--- src/design/omds_map.svh ---
// Purpose: Named constants for the operating-mode supervisor and its strap sampling
// Assumes: Included by its bare name from every file that needs a constant
// Notes:   Times are in ns as given; cycle counts are derived inside the modules
`ifndef OMDS_MAP_SVH
`define OMDS_MAP_SVH

// ----------------------------------------------------------------------------
// Clock and times
// ----------------------------------------------------------------------------
`define OMDS_CLK_PERIOD_NS   25
`define OMDS_RESET_DELAY_NS  10000000
`define OMDS_DEV_FILT_NS     50000
`define OMDS_CFG_FILT_NS     50000
`define OMDS_INT_PULSE_NS    100000

// ----------------------------------------------------------------------------
// SPI frame width and fixed checksum recovery frames
// ----------------------------------------------------------------------------
`define OMDS_SPI_W           32
`define OMDS_CRC_ON_FRAME    32'h67aaaa0e
`define OMDS_CRC_OFF_FRAME   32'he7aaaac3

// ----------------------------------------------------------------------------
// Reset values, pin levels and strap pin bit positions
// ----------------------------------------------------------------------------
`define OMDS_PIN_IDLE        2'h3
`define OMDS_FILT_RST        1'h1
`define OMDS_CRC_RST         1'h0
`define OMDS_INTN_ACTIVE     1'h0
`define OMDS_PIN_DEV         0
`define OMDS_PIN_CRC         1

`endif

--- src/design/omds_pkg.sv ---
// Purpose: Types shared by the operating-mode supervisor files
// Assumes: Nothing beyond the map header
// Notes:   Mode codes are left to the tools
package omds_pkg;

	// ------------------------------------------------------------------------
	// Operating modes
	// ------------------------------------------------------------------------
	typedef enum logic [2:0] {
		OMDS_INIT,
		OMDS_NORMAL,
		OMDS_STOP,
		OMDS_SLEEP,
		OMDS_RESTART,
		OMDS_FAIL_SAFE
	} omds_mode_t;

endpackage

--- src/design/omds_filt_if.sv ---
// Purpose: Carrier between the supervisor and one strap filter
// Assumes: raw is already synchronised to the filter clock
// Notes:   preset forces the filtered level to one
`timescale 1ns/1ps
`default_nettype none
interface omds_filt_if;
	logic raw;
	logic preset;
	logic filt;

	modport src (output raw, output preset, input filt);
	modport flt (input raw, input preset, output filt);
endinterface
`default_nettype wire

--- src/design/omds_filter.sv ---
// Purpose: Continuous glitch filter for one strap pin
// Assumes: Input already passed a two-flop synchroniser
// Notes:   Output follows the input only after it differs for CYCLES clocks
`timescale 1ns/1ps
`default_nettype none
`include "omds_map.svh"
module omds_filter
	import omds_pkg::*;
#(
	parameter int unsigned CYCLES = 2000
) (
	input  wire logic clk_i,
	input  wire logic nrst_i,
	omds_filt_if.flt  f
);
	localparam int CNT_W = $clog2(CYCLES + 1);

	logic [CNT_W-1:0] cnt;
	logic             filt;

	// ------------------------------------------------------------------------
	// Filter counter
	// ------------------------------------------------------------------------
	// Counter restarts on any bounce, so a noisy strap never flips the level
	always_ff @(posedge clk_i or negedge nrst_i) begin
		if (!nrst_i) begin
			filt <= `OMDS_FILT_RST;
			cnt  <= '0;
		end else if (f.preset) begin
			filt <= `OMDS_FILT_RST;
			cnt  <= '0;
		end else if (f.raw == filt) begin
			cnt  <= '0;
		end else if (cnt == CNT_W'(CYCLES - 1)) begin
			filt <= f.raw;
			cnt  <= '0;
		end else begin
			cnt  <= cnt + 1'b1;
		end
	end

	assign f.filt = filt;
endmodule
`default_nettype wire

--- src/design/omds_mode_sup.sv ---
// Purpose: Operating-mode supervisor with development-mode and checksum straps
// Assumes: Mode requests, faults and SPI frames come decoded on clk_i
// Notes:   Only the two strap pins are asynchronous and are synchronised here
`timescale 1ns/1ps
`default_nettype none
`include "omds_map.svh"
module omds_mode_sup
	import omds_pkg::*;
#(
	parameter int unsigned RD_CYCLES       = (`OMDS_RESET_DELAY_NS + `OMDS_CLK_PERIOD_NS - 1) / `OMDS_CLK_PERIOD_NS,
	parameter int unsigned DEV_FILT_CYCLES = (`OMDS_DEV_FILT_NS + `OMDS_CLK_PERIOD_NS - 1) / `OMDS_CLK_PERIOD_NS,
	parameter int unsigned CFG_FILT_CYCLES = (`OMDS_CFG_FILT_NS + `OMDS_CLK_PERIOD_NS - 1) / `OMDS_CLK_PERIOD_NS,
	parameter int unsigned INT_CYCLES      = (`OMDS_INT_PULSE_NS + `OMDS_CLK_PERIOD_NS - 1) / `OMDS_CLK_PERIOD_NS
) (
	input  wire logic                   clk_i,
	input  wire logic                   nrst_i,
	input  wire logic                   main_regulator_output_ok_i,
	input  wire logic                   por_flag_i,
	input  wire logic                   soft_reset_i,
	input  wire logic                   req_normal_i,
	input  wire logic                   req_stop_i,
	input  wire logic                   req_sleep_i,
	input  wire logic                   wake_i,
	input  wire logic                   wd_fail_i,
	input  wire logic                   uv_reset_i,
	input  wire logic                   thermal_shutdown_i,
	input  wire logic                   wd_reset_reenable_i,
	input  wire logic                   spi_frame_valid_i,
	input  wire logic [`OMDS_SPI_W-1:0] spi_frame_i,
	input  wire logic                   intn_test_i,
	input  wire logic                   modulation_checksum_strap_pin_i,
	output var  omds_mode_t             mode_o,
	output var  logic                   main_reg_en_o,
	output var  logic                   host_reset_output_low_o,
	output var  logic                   intn_test_o,
	output var  logic                   intn_test_oe_o,
	output var  logic                   intn_pullup_en_o,
	output var  logic                   dev_mode_o,
	output var  logic                   crc_en_o,
	output var  logic                   wd_long_start_o
);
	localparam int RD_W  = $clog2(RD_CYCLES + 1);
	localparam int INT_W = $clog2(INT_CYCLES + 1);

	omds_mode_t       mode;
	omds_mode_t       next_mode;
	logic             main_reg_en;
	logic             host_reset_output_low;
	logic             pullup_en;
	logic [RD_W-1:0]  rd_cnt;
	logic             from_por;
	logic             dev_mode;
	logic             crc_en;
	logic             wd_long;
	logic [INT_W-1:0] int_cnt;
	logic             intn_oe;
	logic             intn_drv;
	logic [1:0]       pin_s1;
	logic [1:0]       pin_s2;
	logic             entering;
	logic             release_now;
	logic             monitoring;
	logic             crc_window;
	logic             wd_to_reset;
	logic             wd_to_intn;

	omds_filt_if dev_fi ();
	omds_filt_if crc_fi ();

	// ------------------------------------------------------------------------
	// Strap pin synchronisers and filters
	// ------------------------------------------------------------------------
	// Idle level is high: the checksum pin reads high when unloaded, the development pin once its weak pull-up is on
	always_ff @(posedge clk_i or negedge nrst_i) begin
		if (!nrst_i) begin
			pin_s1 <= `OMDS_PIN_IDLE;
			pin_s2 <= `OMDS_PIN_IDLE;
		end else begin
			pin_s1 <= {modulation_checksum_strap_pin_i, intn_test_i};
			pin_s2 <= pin_s1;
		end
	end

	// The development filtered copy restarts at one on the reset release edge; the checksum copy is never preset
	assign dev_fi.raw    = pin_s2[`OMDS_PIN_DEV];
	assign dev_fi.preset = release_now;
	assign crc_fi.raw    = pin_s2[`OMDS_PIN_CRC];
	assign crc_fi.preset = `OMDS_FILT_RST ^ `OMDS_FILT_RST;

	omds_filter #(
		.CYCLES (DEV_FILT_CYCLES)
	) u_dev_filt (
		.clk_i  (clk_i),
		.nrst_i (nrst_i),
		.f      (dev_fi)
	);

	omds_filter #(
		.CYCLES (CFG_FILT_CYCLES)
	) u_crc_filt (
		.clk_i  (clk_i),
		.nrst_i (nrst_i),
		.f      (crc_fi)
	);

	// ------------------------------------------------------------------------
	// Decoded conditions
	// ------------------------------------------------------------------------
	// Watchdog is only live once the host is out of reset
	assign wd_to_reset = wd_fail_i && host_reset_output_low && (!dev_mode || wd_reset_reenable_i);
	assign wd_to_intn  = wd_fail_i && host_reset_output_low && dev_mode && !wd_reset_reenable_i;
	assign entering    = (next_mode != mode);
	assign release_now = ((mode == OMDS_INIT) || (mode == OMDS_RESTART)) && !host_reset_output_low
	                     && main_regulator_output_ok_i && (rd_cnt == RD_W'(RD_CYCLES - 1));
	// Development strap window: power-up init, supply and flag good, reset high
	assign monitoring  = (mode == OMDS_INIT) && from_por && main_regulator_output_ok_i
	                     && por_flag_i && host_reset_output_low;
	// Checksum strap window: reset delay of power-up init or of restart
	assign crc_window  = (((mode == OMDS_INIT) && from_por) || (mode == OMDS_RESTART))
	                     && main_regulator_output_ok_i && por_flag_i && !host_reset_output_low;

	// ------------------------------------------------------------------------
	// Mode transitions
	// ------------------------------------------------------------------------
	// Thermal shutdown beats everything; faults beat host requests, except soft reset, which beats faults
	always_comb begin
		next_mode = mode;
		if (thermal_shutdown_i) begin
			next_mode = OMDS_FAIL_SAFE;
		end else begin
			unique case (mode)
				OMDS_INIT: begin
					if (uv_reset_i || wd_to_reset) begin
						next_mode = OMDS_RESTART;
					end else if (host_reset_output_low && spi_frame_valid_i) begin
						next_mode = OMDS_NORMAL;
					end
				end
				OMDS_NORMAL: begin
					if (soft_reset_i) begin
						next_mode = OMDS_INIT;
					end else if (uv_reset_i || wd_to_reset) begin
						next_mode = OMDS_RESTART;
					end else if (req_stop_i) begin
						next_mode = OMDS_STOP;
					end else if (req_sleep_i) begin
						next_mode = OMDS_SLEEP;
					end
				end
				OMDS_STOP: begin
					if (soft_reset_i) begin
						next_mode = OMDS_INIT;
					end else if (uv_reset_i || wd_to_reset) begin
						next_mode = OMDS_RESTART;
					end else if (req_normal_i) begin
						next_mode = OMDS_NORMAL;
					end
				end
				OMDS_SLEEP: begin
					if (wake_i) begin
						next_mode = OMDS_RESTART;
					end
				end
				OMDS_RESTART: begin
					if (release_now) begin
						next_mode = OMDS_NORMAL;
					end
				end
				OMDS_FAIL_SAFE: begin
					if (wake_i) begin
						next_mode = OMDS_RESTART;
					end
				end
			endcase
		end
	end

	// Mode register and main regulator enable, both follow the next mode
	always_ff @(posedge clk_i or negedge nrst_i) begin
		if (!nrst_i) begin
			mode        <= OMDS_INIT;
			main_reg_en <= 1'b1;
		end else begin
			mode        <= next_mode;
			main_reg_en <= !((next_mode == OMDS_SLEEP) || (next_mode == OMDS_FAIL_SAFE));
		end
	end

	// Remembers whether the current init came from power-up
	always_ff @(posedge clk_i or negedge nrst_i) begin
		if (!nrst_i) begin
			from_por <= 1'b1;
		end else if (entering && (mode == OMDS_INIT)) begin
			from_por <= 1'b0;
		end
	end

	// ------------------------------------------------------------------------
	// Host reset output, reset delay and weak pull-up
	// ------------------------------------------------------------------------
	// Release waits for a good main supply, so a sagging rail stretches reset
	always_ff @(posedge clk_i or negedge nrst_i) begin
		if (!nrst_i) begin
			host_reset_output_low <= 1'b0;
			pullup_en             <= 1'b0;
			rd_cnt                <= '0;
		end else if (entering && (next_mode != OMDS_NORMAL) && (next_mode != OMDS_STOP)) begin
			host_reset_output_low <= 1'b0;
			pullup_en             <= 1'b0;
			rd_cnt                <= '0;
		end else if (release_now) begin
			host_reset_output_low <= 1'b1;
			pullup_en             <= 1'b1;
			rd_cnt                <= '0;
		end else if (((mode == OMDS_INIT) || (mode == OMDS_RESTART)) && !host_reset_output_low
		             && main_regulator_output_ok_i) begin
			rd_cnt                <= rd_cnt + 1'b1;
		end
	end

	// Long open window start at release in init, and at every release in development mode
	always_ff @(posedge clk_i or negedge nrst_i) begin
		if (!nrst_i) begin
			wd_long <= 1'b0;
		end else begin
			wd_long <= release_now && ((mode == OMDS_INIT) || dev_mode);
		end
	end

	// ------------------------------------------------------------------------
	// Development mode latch
	// ------------------------------------------------------------------------
	// Cleared only by power-on reset; later modes never look at the pin again
	always_ff @(posedge clk_i or negedge nrst_i) begin
		if (!nrst_i) begin
			dev_mode <= 1'b0;
		end else if (monitoring && spi_frame_valid_i && !dev_fi.filt) begin
			dev_mode <= 1'b1;
		end else if (monitoring && entering && !spi_frame_valid_i) begin
			dev_mode <= 1'b0;
		end
	end

	// ------------------------------------------------------------------------
	// Checksum enable
	// ------------------------------------------------------------------------
	// Strap low means enabled; recovery frames work in normal mode only
	always_ff @(posedge clk_i or negedge nrst_i) begin
		if (!nrst_i) begin
			crc_en <= `OMDS_CRC_RST;
		end else if (release_now && crc_window) begin
			crc_en <= !crc_fi.filt;
		end else if ((mode == OMDS_NORMAL) && spi_frame_valid_i) begin
			if (spi_frame_i == `OMDS_CRC_ON_FRAME) begin
				crc_en <= 1'b1;
			end else if (spi_frame_i == `OMDS_CRC_OFF_FRAME) begin
				crc_en <= 1'b0;
			end
		end
	end

	// ------------------------------------------------------------------------
	// Interrupt pulse on the interrupt/test pin
	// ------------------------------------------------------------------------
	// A new failure during a pulse restarts it rather than queueing a second
	always_ff @(posedge clk_i or negedge nrst_i) begin
		if (!nrst_i) begin
			intn_oe  <= 1'b0;
			int_cnt  <= '0;
			intn_drv <= `OMDS_INTN_ACTIVE;
		end else begin
			intn_drv <= `OMDS_INTN_ACTIVE;
			if (wd_to_intn) begin
				intn_oe <= 1'b1;
				int_cnt <= '0;
			end else if (intn_oe && (int_cnt == INT_W'(INT_CYCLES - 1))) begin
				intn_oe <= 1'b0;
			end else if (intn_oe) begin
				int_cnt <= int_cnt + 1'b1;
			end
		end
	end

	// Outputs straight from their flip-flops
	assign mode_o                  = mode;
	assign main_reg_en_o           = main_reg_en;
	assign host_reset_output_low_o = host_reset_output_low;
	assign intn_test_o             = intn_drv;
	assign intn_test_oe_o          = intn_oe;
	assign intn_pullup_en_o        = pullup_en;
	assign dev_mode_o              = dev_mode;
	assign crc_en_o                = crc_en;
	assign wd_long_start_o         = wd_long;
endmodule
`default_nettype wire

--- config.mk ---
export PLATFORM = sky130hd
export DESIGN_NAME = omds_mode_sup
export DESIGN_NICKNAME = d
export VERILOG_FILES = /design/src/design/omds_pkg.sv /design/src/design/omds_filt_if.sv /design/src/design/omds_filter.sv /design/src/design/omds_mode_sup.sv
export VERILOG_INCLUDE_DIRS = /design/src /design/src/design
export SDC_FILE = /design/constraint.sdc
export NUM_CORES = 1
export LEC_CHECK = 0
export ABC_AREA = 1
export BUFFER_PORTS_ARGS = -buffer_cell sky130_fd_sc_hd__buf_2
export CORE_ASPECT_RATIO = 0.8
export CORE_UTILIZATION = 47
export DETAILED_ROUTE_END_ITERATION = 8
export PLACE_DENSITY = 0.68
export SETUP_SLACK_MARGIN = 0.3
export SYNTH_ARGS = -nofsm -noshare
export SYNTH_HDL_FRONTEND = slang
export SYNTH_SLANG_ARGS = --single-unit
--- constraint.sdc ---
create_clock -name clk_i -period 1.8 [get_ports clk_i]
set_input_delay 0.09 -clock clk_i [delete_from_list [all_inputs] [get_ports clk_i]]
set_output_delay 0.09 -clock clk_i [all_outputs]
set_load 0.01 [all_outputs]
# == Word-level counts from Yosys, hierarchy flattened ==
# Cells that the tools add are included.
# classes
n_addsub,4
eq_ne,20
muxes,37
n_bitwise,1
n_reduce_logical,53
# ops
op,count
2-to-1 mux 19 bit,3
2-to-1 mux 11 bit,5
2-to-1 mux 12 bit,3
2-to-1 mux 3 bit,12
"equality test 32 x 31 -> 1 bit, second input constant",1
"equality test 32 bit, second input constant",1
logical AND 1 bit,26
"adder 11 x 1 -> 11 bit, second input constant",2
"equality test 11 bit, second input constant",2
"adder 19 x 1 -> 19 bit, second input constant",1
"equality test 19 bit, second input constant",1
one-hot mux 3 bit (5 select lines),1
2-to-1 mux 1 bit,13
"adder 12 x 1 -> 12 bit, second input constant",1
"equality test 12 bit, second input constant",1
nonzero test 2 bit,6
"equality test 3 x 2 -> 1 bit, second input constant",3
"equality test 3 bit, second input constant",3
AND reduction 2 bit,4
logical NOT 1 bit,7
logical OR 1 bit,6
nonzero test 3 bit,2
"!= test 2 bit, second input constant",2
"equality test 3 x 1 -> 1 bit, second input constant",1
7 further kinds,8
# word_totals
regBits,69
input_bits,48

# == Longest topological paths before layout ==
# depth
depth_word,13
ltp_mapped,17
mapped_depth_nobuf,15

# == Hierarchy ==
# Synthesis repeated with hierarchy kept, for this count alone.
# unflattened
hier_cells,602
hier_area_um2,4588.2
# by_module_without_submodules
module,instances,cells_each,area_per_inst_um2,seq_area_each_um2
omds_mode_sup,1,452,3329.4,1133.6
omds_filter,2,75,629.4,301.5

# == Worst setup path before layout ==
# No wires, ideal clock.
# synth_timing
kind,register -> register
from,reg rd_cnt[0]
to,reg rd_cnt[17]
arrival_time_ns,1.844
required_time_ns,1.682
path_slack_ns,-0.163
path_stages_with_launch,15
path_buffers,2
synth_period_minus_slack_ns,1.963
path_cell_list,dfrtp_1 -> ha_1 -> nand3_2 -> nor2_1 -> nand3_2 -> nand2_1 -> nand3_2 -> nand2_1 -> nand2_1 -> nand3_2 -> nand2_1 -> buf_6 -> buf_6 -> nand3_1 -> nand2_1
# synth_via
elab_chain_len,9
word_cells_on_any_way,15
classes_between,add/sub: 1; eq/ne: 4; mux: 6; reduce/logical: 4
# synth_lines
item,line,source
start: declaration,omds_mode_sup.sv:50,logic [RD_W-1:0] rd_cnt;
start signal: assignment,omds_mode_sup.sv:217,rd_cnt <= rd_cnt + 1'b1;
equality test 19 bit *,omds_mode_sup.sv:114,&& main_regulator_output_ok_i && (rd_cnt == RD_W'(RD_CYCLES - 1));
logical AND 1 bit *,omds_mode_sup.sv:114,
2-to-1 mux 3 bit *,omds_mode_sup.sv:165,if (release_now) begin
one-hot mux 3 bit (5 select lines) *,omds_mode_sup.sv:131,unique case (mode)
2-to-1 mux 3 bit *,omds_mode_sup.sv:128,if (thermal_shutdown_i) begin
named net next_mode[2],omds_mode_sup.sv:46,omds_mode_t next_mode;
!= test 3 bit / != test 3 x 1 -> 1 bit (equally long branches),"omds_mode_sup.sv:112, omds_mode_sup.sv:207",
logical AND 1 bit,omds_mode_sup.sv:207,end else if (entering && (next_mode != OMDS_NORMAL) && (next_mode != OMDS_STOP)) begin
logical AND 1 bit *,omds_mode_sup.sv:207,
nonzero test 3 bit (no source line) / 2-to-1 mux 19 bit (equally long branches),-,
# Mark *: on every way through the listed nets, which the timed path passes. The rest lies on a longest branch. The select of a mux whose other input is x is not followed.
# A chain may end at the register's enable or synchronous reset.

# == Final worst setup path ==
# layout_timing
from,"reg mode[0], in the netlist mode_o[0]"
to,reg rd_cnt[16]
# layout_via
elab_chain_len,12
word_cells_on_any_way,32
classes_between,eq/ne: 8; mux: 15; reduce/logical: 9
# layout_lines
item,line,source
start: declaration,omds_mode_sup.sv:45,omds_mode_t mode;
start signal: assignment,omds_mode_sup.sv:184,mode <= next_mode;
equality test 3 bit / logical NOT 3 bit (equally long branches),"omds_mode_sup.sv:113, omds_mode_sup.sv:131",
logical OR 1 bit,omds_mode_sup.sv:113,assign release_now = ((mode == OMDS_INIT) || (mode == OMDS_RESTART)) && !host_reset_output_low
logical AND 1 bit,omds_mode_sup.sv:113,
logical AND 1 bit (2 in a row),omds_mode_sup.sv:114,
2-to-1 mux 3 bit,omds_mode_sup.sv:165,
one-hot mux 3 bit (5 select lines) *,omds_mode_sup.sv:131,
2-to-1 mux 3 bit *,omds_mode_sup.sv:128,
named net next_mode[0],omds_mode_sup.sv:46,
!= test 3 bit / != test 3 x 1 -> 1 bit (equally long branches),"omds_mode_sup.sv:112, omds_mode_sup.sv:207",
logical AND 1 bit,omds_mode_sup.sv:207,
logical AND 1 bit *,omds_mode_sup.sv:207,
nonzero test 3 bit (no source line) / 2-to-1 mux 19 bit (equally long branches),-,
# Mark *: on every way through the listed nets, which the timed path passes. The rest lies on a longest branch.

==> flow_metrics.env <==
export IMPL_critPathKind="flip-flop to flip-flop"
export IMPL_fin_worst_skew_ps=14.77
export IMPL_grt_overflow_total=0
export IMPL_outcome="finished with violations"
export IMPL_area_growth_pct=49.76
export IMPL_fin_area_um2=6285
export IMPL_crit_fanout=10
export IMPL_violations="negative setup slack"
export IMPL_synth_edff_count=0
export IMPL_postSynthCellCount=574
export IMPL_core_um2=8558
export IMPL_wl_mm=13.06
export IMPL_ys_seq_area_frac=0.4138
export IMPL_io_pins=59
export IMPL_initial_core_util=0.4904
export IMPL_cts_root_buffer="clkbuf_8"
export IMPL_seqCellArea_um2=1742
export IMPL_clk_pin_slew_ps=80
export IMPL_met1_usage=0.3471
export IMPL_grt_max_degree=70
export IMPL_fin_crit_sh=1.179
export IMPL_dieWidth_um=107.6
export IMPL_vias=4621
export IMPL_rsz0062_at_grt="true"
export IMPL_p_sw_frac=0.3188
export IMPL_rows=30
export IMPL_p_total_mw=4.218
export IMPL_hpwl_mm=7.462
export IMPL_slew_violations=0
export IMPL_synth_mux_area_frac=0.002683
export IMPL_nets=785
export IMPL_avgRoutedWirePerCell_um=15.36
export IMPL_cp_end_kind="flip-flop"
export IMPL_power_frac_seq=0.393
export IMPL_syn_nets=626
export IMPL_dpl_cell_area_um2=5030
export IMPL_leakage_nw=3.104
export IMPL_fin_crit_ps=2123
export IMPL_maxCapViolCount=0
export IMPL_post_synth_top_area_cell="dfrtp_1"
export IMPL_grt_pass1_vias=4277
export IMPL_drive_gt1_frac=0.4201
export IMPL_synthAdderAreaFrac=0.01193
export IMPL_multiInputGateArea_um2=2581
export IMPL_finalSetupViolCount=22
export IMPL_grt_first_pass_wirelength_mm=19.45
export IMPL_start_kind="flip-flop"
export IMPL_yosys_area_share_simple=0.3563
export IMPL_gp_congestion=0.9346
export IMPL_ant_nets=0
export IMPL_num_fill_cells=596
export IMPL_yosysUniqueCellTypes=41
export IMPL_drt_initial_drc_count=299
export IMPL_clk_latency_ps=360
export IMPL_synth_flop_cell="dfrtp_1"
export IMPL_cts_tree="done"
export IMPL_avgSynthCellArea_um2=7.311
export IMPL_synth_warnings=0
export IMPL_comb_power_share=0.295
export IMPL_clockPowerShare=0.311
export IMPL_tritoncts_num_buffers=9
export IMPL_synth_top_family_by_area="simple AND/OR/NAND/NOR gates"
export IMPL_synth_area_um2=4197
export IMPL_required_ps=2100
export IMPL_ir_worst_vdd_uv=466.4
export IMPL_ys_ff_latch=69
export IMPL_cts_buffer_depth=2
export IMPL_synth_area_leaders="dfrtp_1, nand2_1, nand3_1"
export IMPL_grt_usage=0.2635
export IMPL_synth_compound_area_frac=0.05725
export IMPL_p_per_area_nw_per_um2=671.2
export IMPL_synth_top_area_share=0.3637
export IMPL_hold_viol_final=0
export IMPL_top_usage_layer="met2"
export IMPL_htreeDepth=3
export IMPL_die_h_um=86.52
export IMPL_antenna_found_initial=0
export IMPL_grt_use_met3=0.06767
export IMPL_min_path_type="input pin to flip-flop"
export IMPL_port_buffer_count=57
export IMPL_vias_per_cell=5.436
export IMPL_clock_sinks=69
export IMPL_diodes=0
export IMPL_first_pass_iters=5
export IMPL_max_freq_ghz=0.4710
export IMPL_synth_xor_area_share=0.05426
export IMPL_final_critical_path_setup_slack_ps=-323.0
export IMPL_met2_usage=0.4307
export IMPL_switchingPower_mw=1.345
export IMPL_arrival_ps=2420
export IMPL_dieArea_um2=9313
export IMPL_p_int_mw=2.874
export IMPL_drc=0
export IMPL_async_reset_ff_frac=1.000
export IMPL_place_ws_ps=-182.2
-- flip-flops by register name, summed over array words and instances (netlist names), 2 cells and up --
signal and flops:
pin_s2 2, rd_cnt 19, int_cnt 12, pin_s1 2, u_dev_filt.cnt 11, mode_o 3
u_crc_filt.cnt 11
-- routing by layer --
| layer | part of all wire | routed length, um |
|---|---|---|
| met5 | 0 | 0 |
| met2 | 0.50 | 6547 |
| met3 | 0.058 | 753 |
| met1 | 0.42 | 5428 |
| met4 | 0.025 | 327 |
-- logic make-up after synthesis --
kind of cell,after synthesis
flip-flops,69
buffers and inverters,102
multiplexers,1
AO/OA/AOI/OAI,42
adder cells (fa/ha/maj),4
AND/OR/NAND/NOR,329
other,1
XOR/XNOR,26
-- timing repair --
item | CTS | global route
pin swaps | 19 | 37
cloned | 2 | 1
endpoints found under the setup margin | 49 | 54
hold buffers | 3 | 0
buffers inserted | 27 | 20
gates resized for setup | 82 | 85
endpoints found under the hold margin | 63 | 0
-- through the flow --
step,std cells,util,setup TNS (ps),hold slack [ps]
6_report,850,0.7344,-6221,42.32
5_1_grt,850,0.7344,-8138,57.59
4_1_cts,829,0.6773,-2005,76.10
3_5_place_dp,781,0.5877,-2839,150.0
3_3_place_gp,781,0.5877,-2758,146.7
2_1_floorplan,574,-,-740.1,-205.6
-- layout by cell type (no fill, tap or decap), drive strengths merged --
master	n
buf	164
nand2	113
nor2	84
inv	81
nand3	76
dfrtp	61
xor2	24
nand4	21
nor3	21
a21oi	17
o21ai	16
clkbuf	12
dfstp	8
nor4	8
ha	4
clkinv	4
dlygate4sd3	3
xnor2	2
o21a	2
nor4b	2
nor3b	2
o41ai	1
o2111a	1
and3	1
nand3b	1
o31ai	1
o211ai	1
a21boi	1
a22oi	1
a31oi	1
mux2	1
conb	1
clkinvlp	1
bufinv	1
-- cell type report --
class                   count  share of cell area
clock buffers              11             0.02250
multi-input cells         403              0.4107
flip-flops and latches     69              0.2771
inverters                  82             0.05017
well taps                 112             0.02230
repair buffers            168              0.2076
clock inverters             5            0.009556
-- critical path, cell delays in order (launching register included) --
cell	delay, ps
dfrtp_2	490
nor2_4	140
nand2_2	90
nor2_4	100
nand4_1	230
nand2_2	200
nand2_1	90
nand2_1	90
nand3_2	120
nand2_4	120
buf_6	120
buf_16	130
nand3_1	70
nand2_1	70
-- path summary, 6_finish.rpt --
path                            startpoint  slack [ps]  cells after the start          end
min in group asynchronous           nrst_i         270                      3  int_cnt[10]
max in group asynchronous           nrst_i        1170                      3    pin_s1[1]
worst min-delay path            por_flag_i          40                      4     crc_en_o
worst max-delay path             mode_o[0]        -320                     13   rd_cnt[16]
worst min register to register   pin_s1[1]         360                      0    pin_s2[1]
worst max register to register   mode_o[0]        -320                     13   rd_cnt[16]
-- power groups by stage --
stage	Combinational (mW)	Clock [mW]	Sequential, mW
final	1.25	1.31	1.66
after global routing	1.33	1.39	1.66
after CTS	1.05	1.31	1.65
after detailed placement	0.734	0	1.68
after global placement	0.724	0	1.68
after floorplan	0.465	0	1.68
-- Yosys cell counts, types with 2 or more instances --
cell	number
ha_1	4
dfrtp_1	61
buf_4	2
a21oi_1	17
o21ai_1	2
dfstp_2	8
nor4b_1	2
clkbuf_1	3
nor4_1	8
nand3_2	5
nand3_1	71
nor2_1	81
o21ai_0	13
xnor2_1	2
inv_2	3
nand2_2	2
nand2_1	111
buf_2	9
nor2_2	2
nor3b_1	2
inv_1	78
o21a_1	2
buf_1	2
nor3_1	21
nand4_1	21
xor2_1	24
buf_6	4
(Power assumes the default switching activity.)
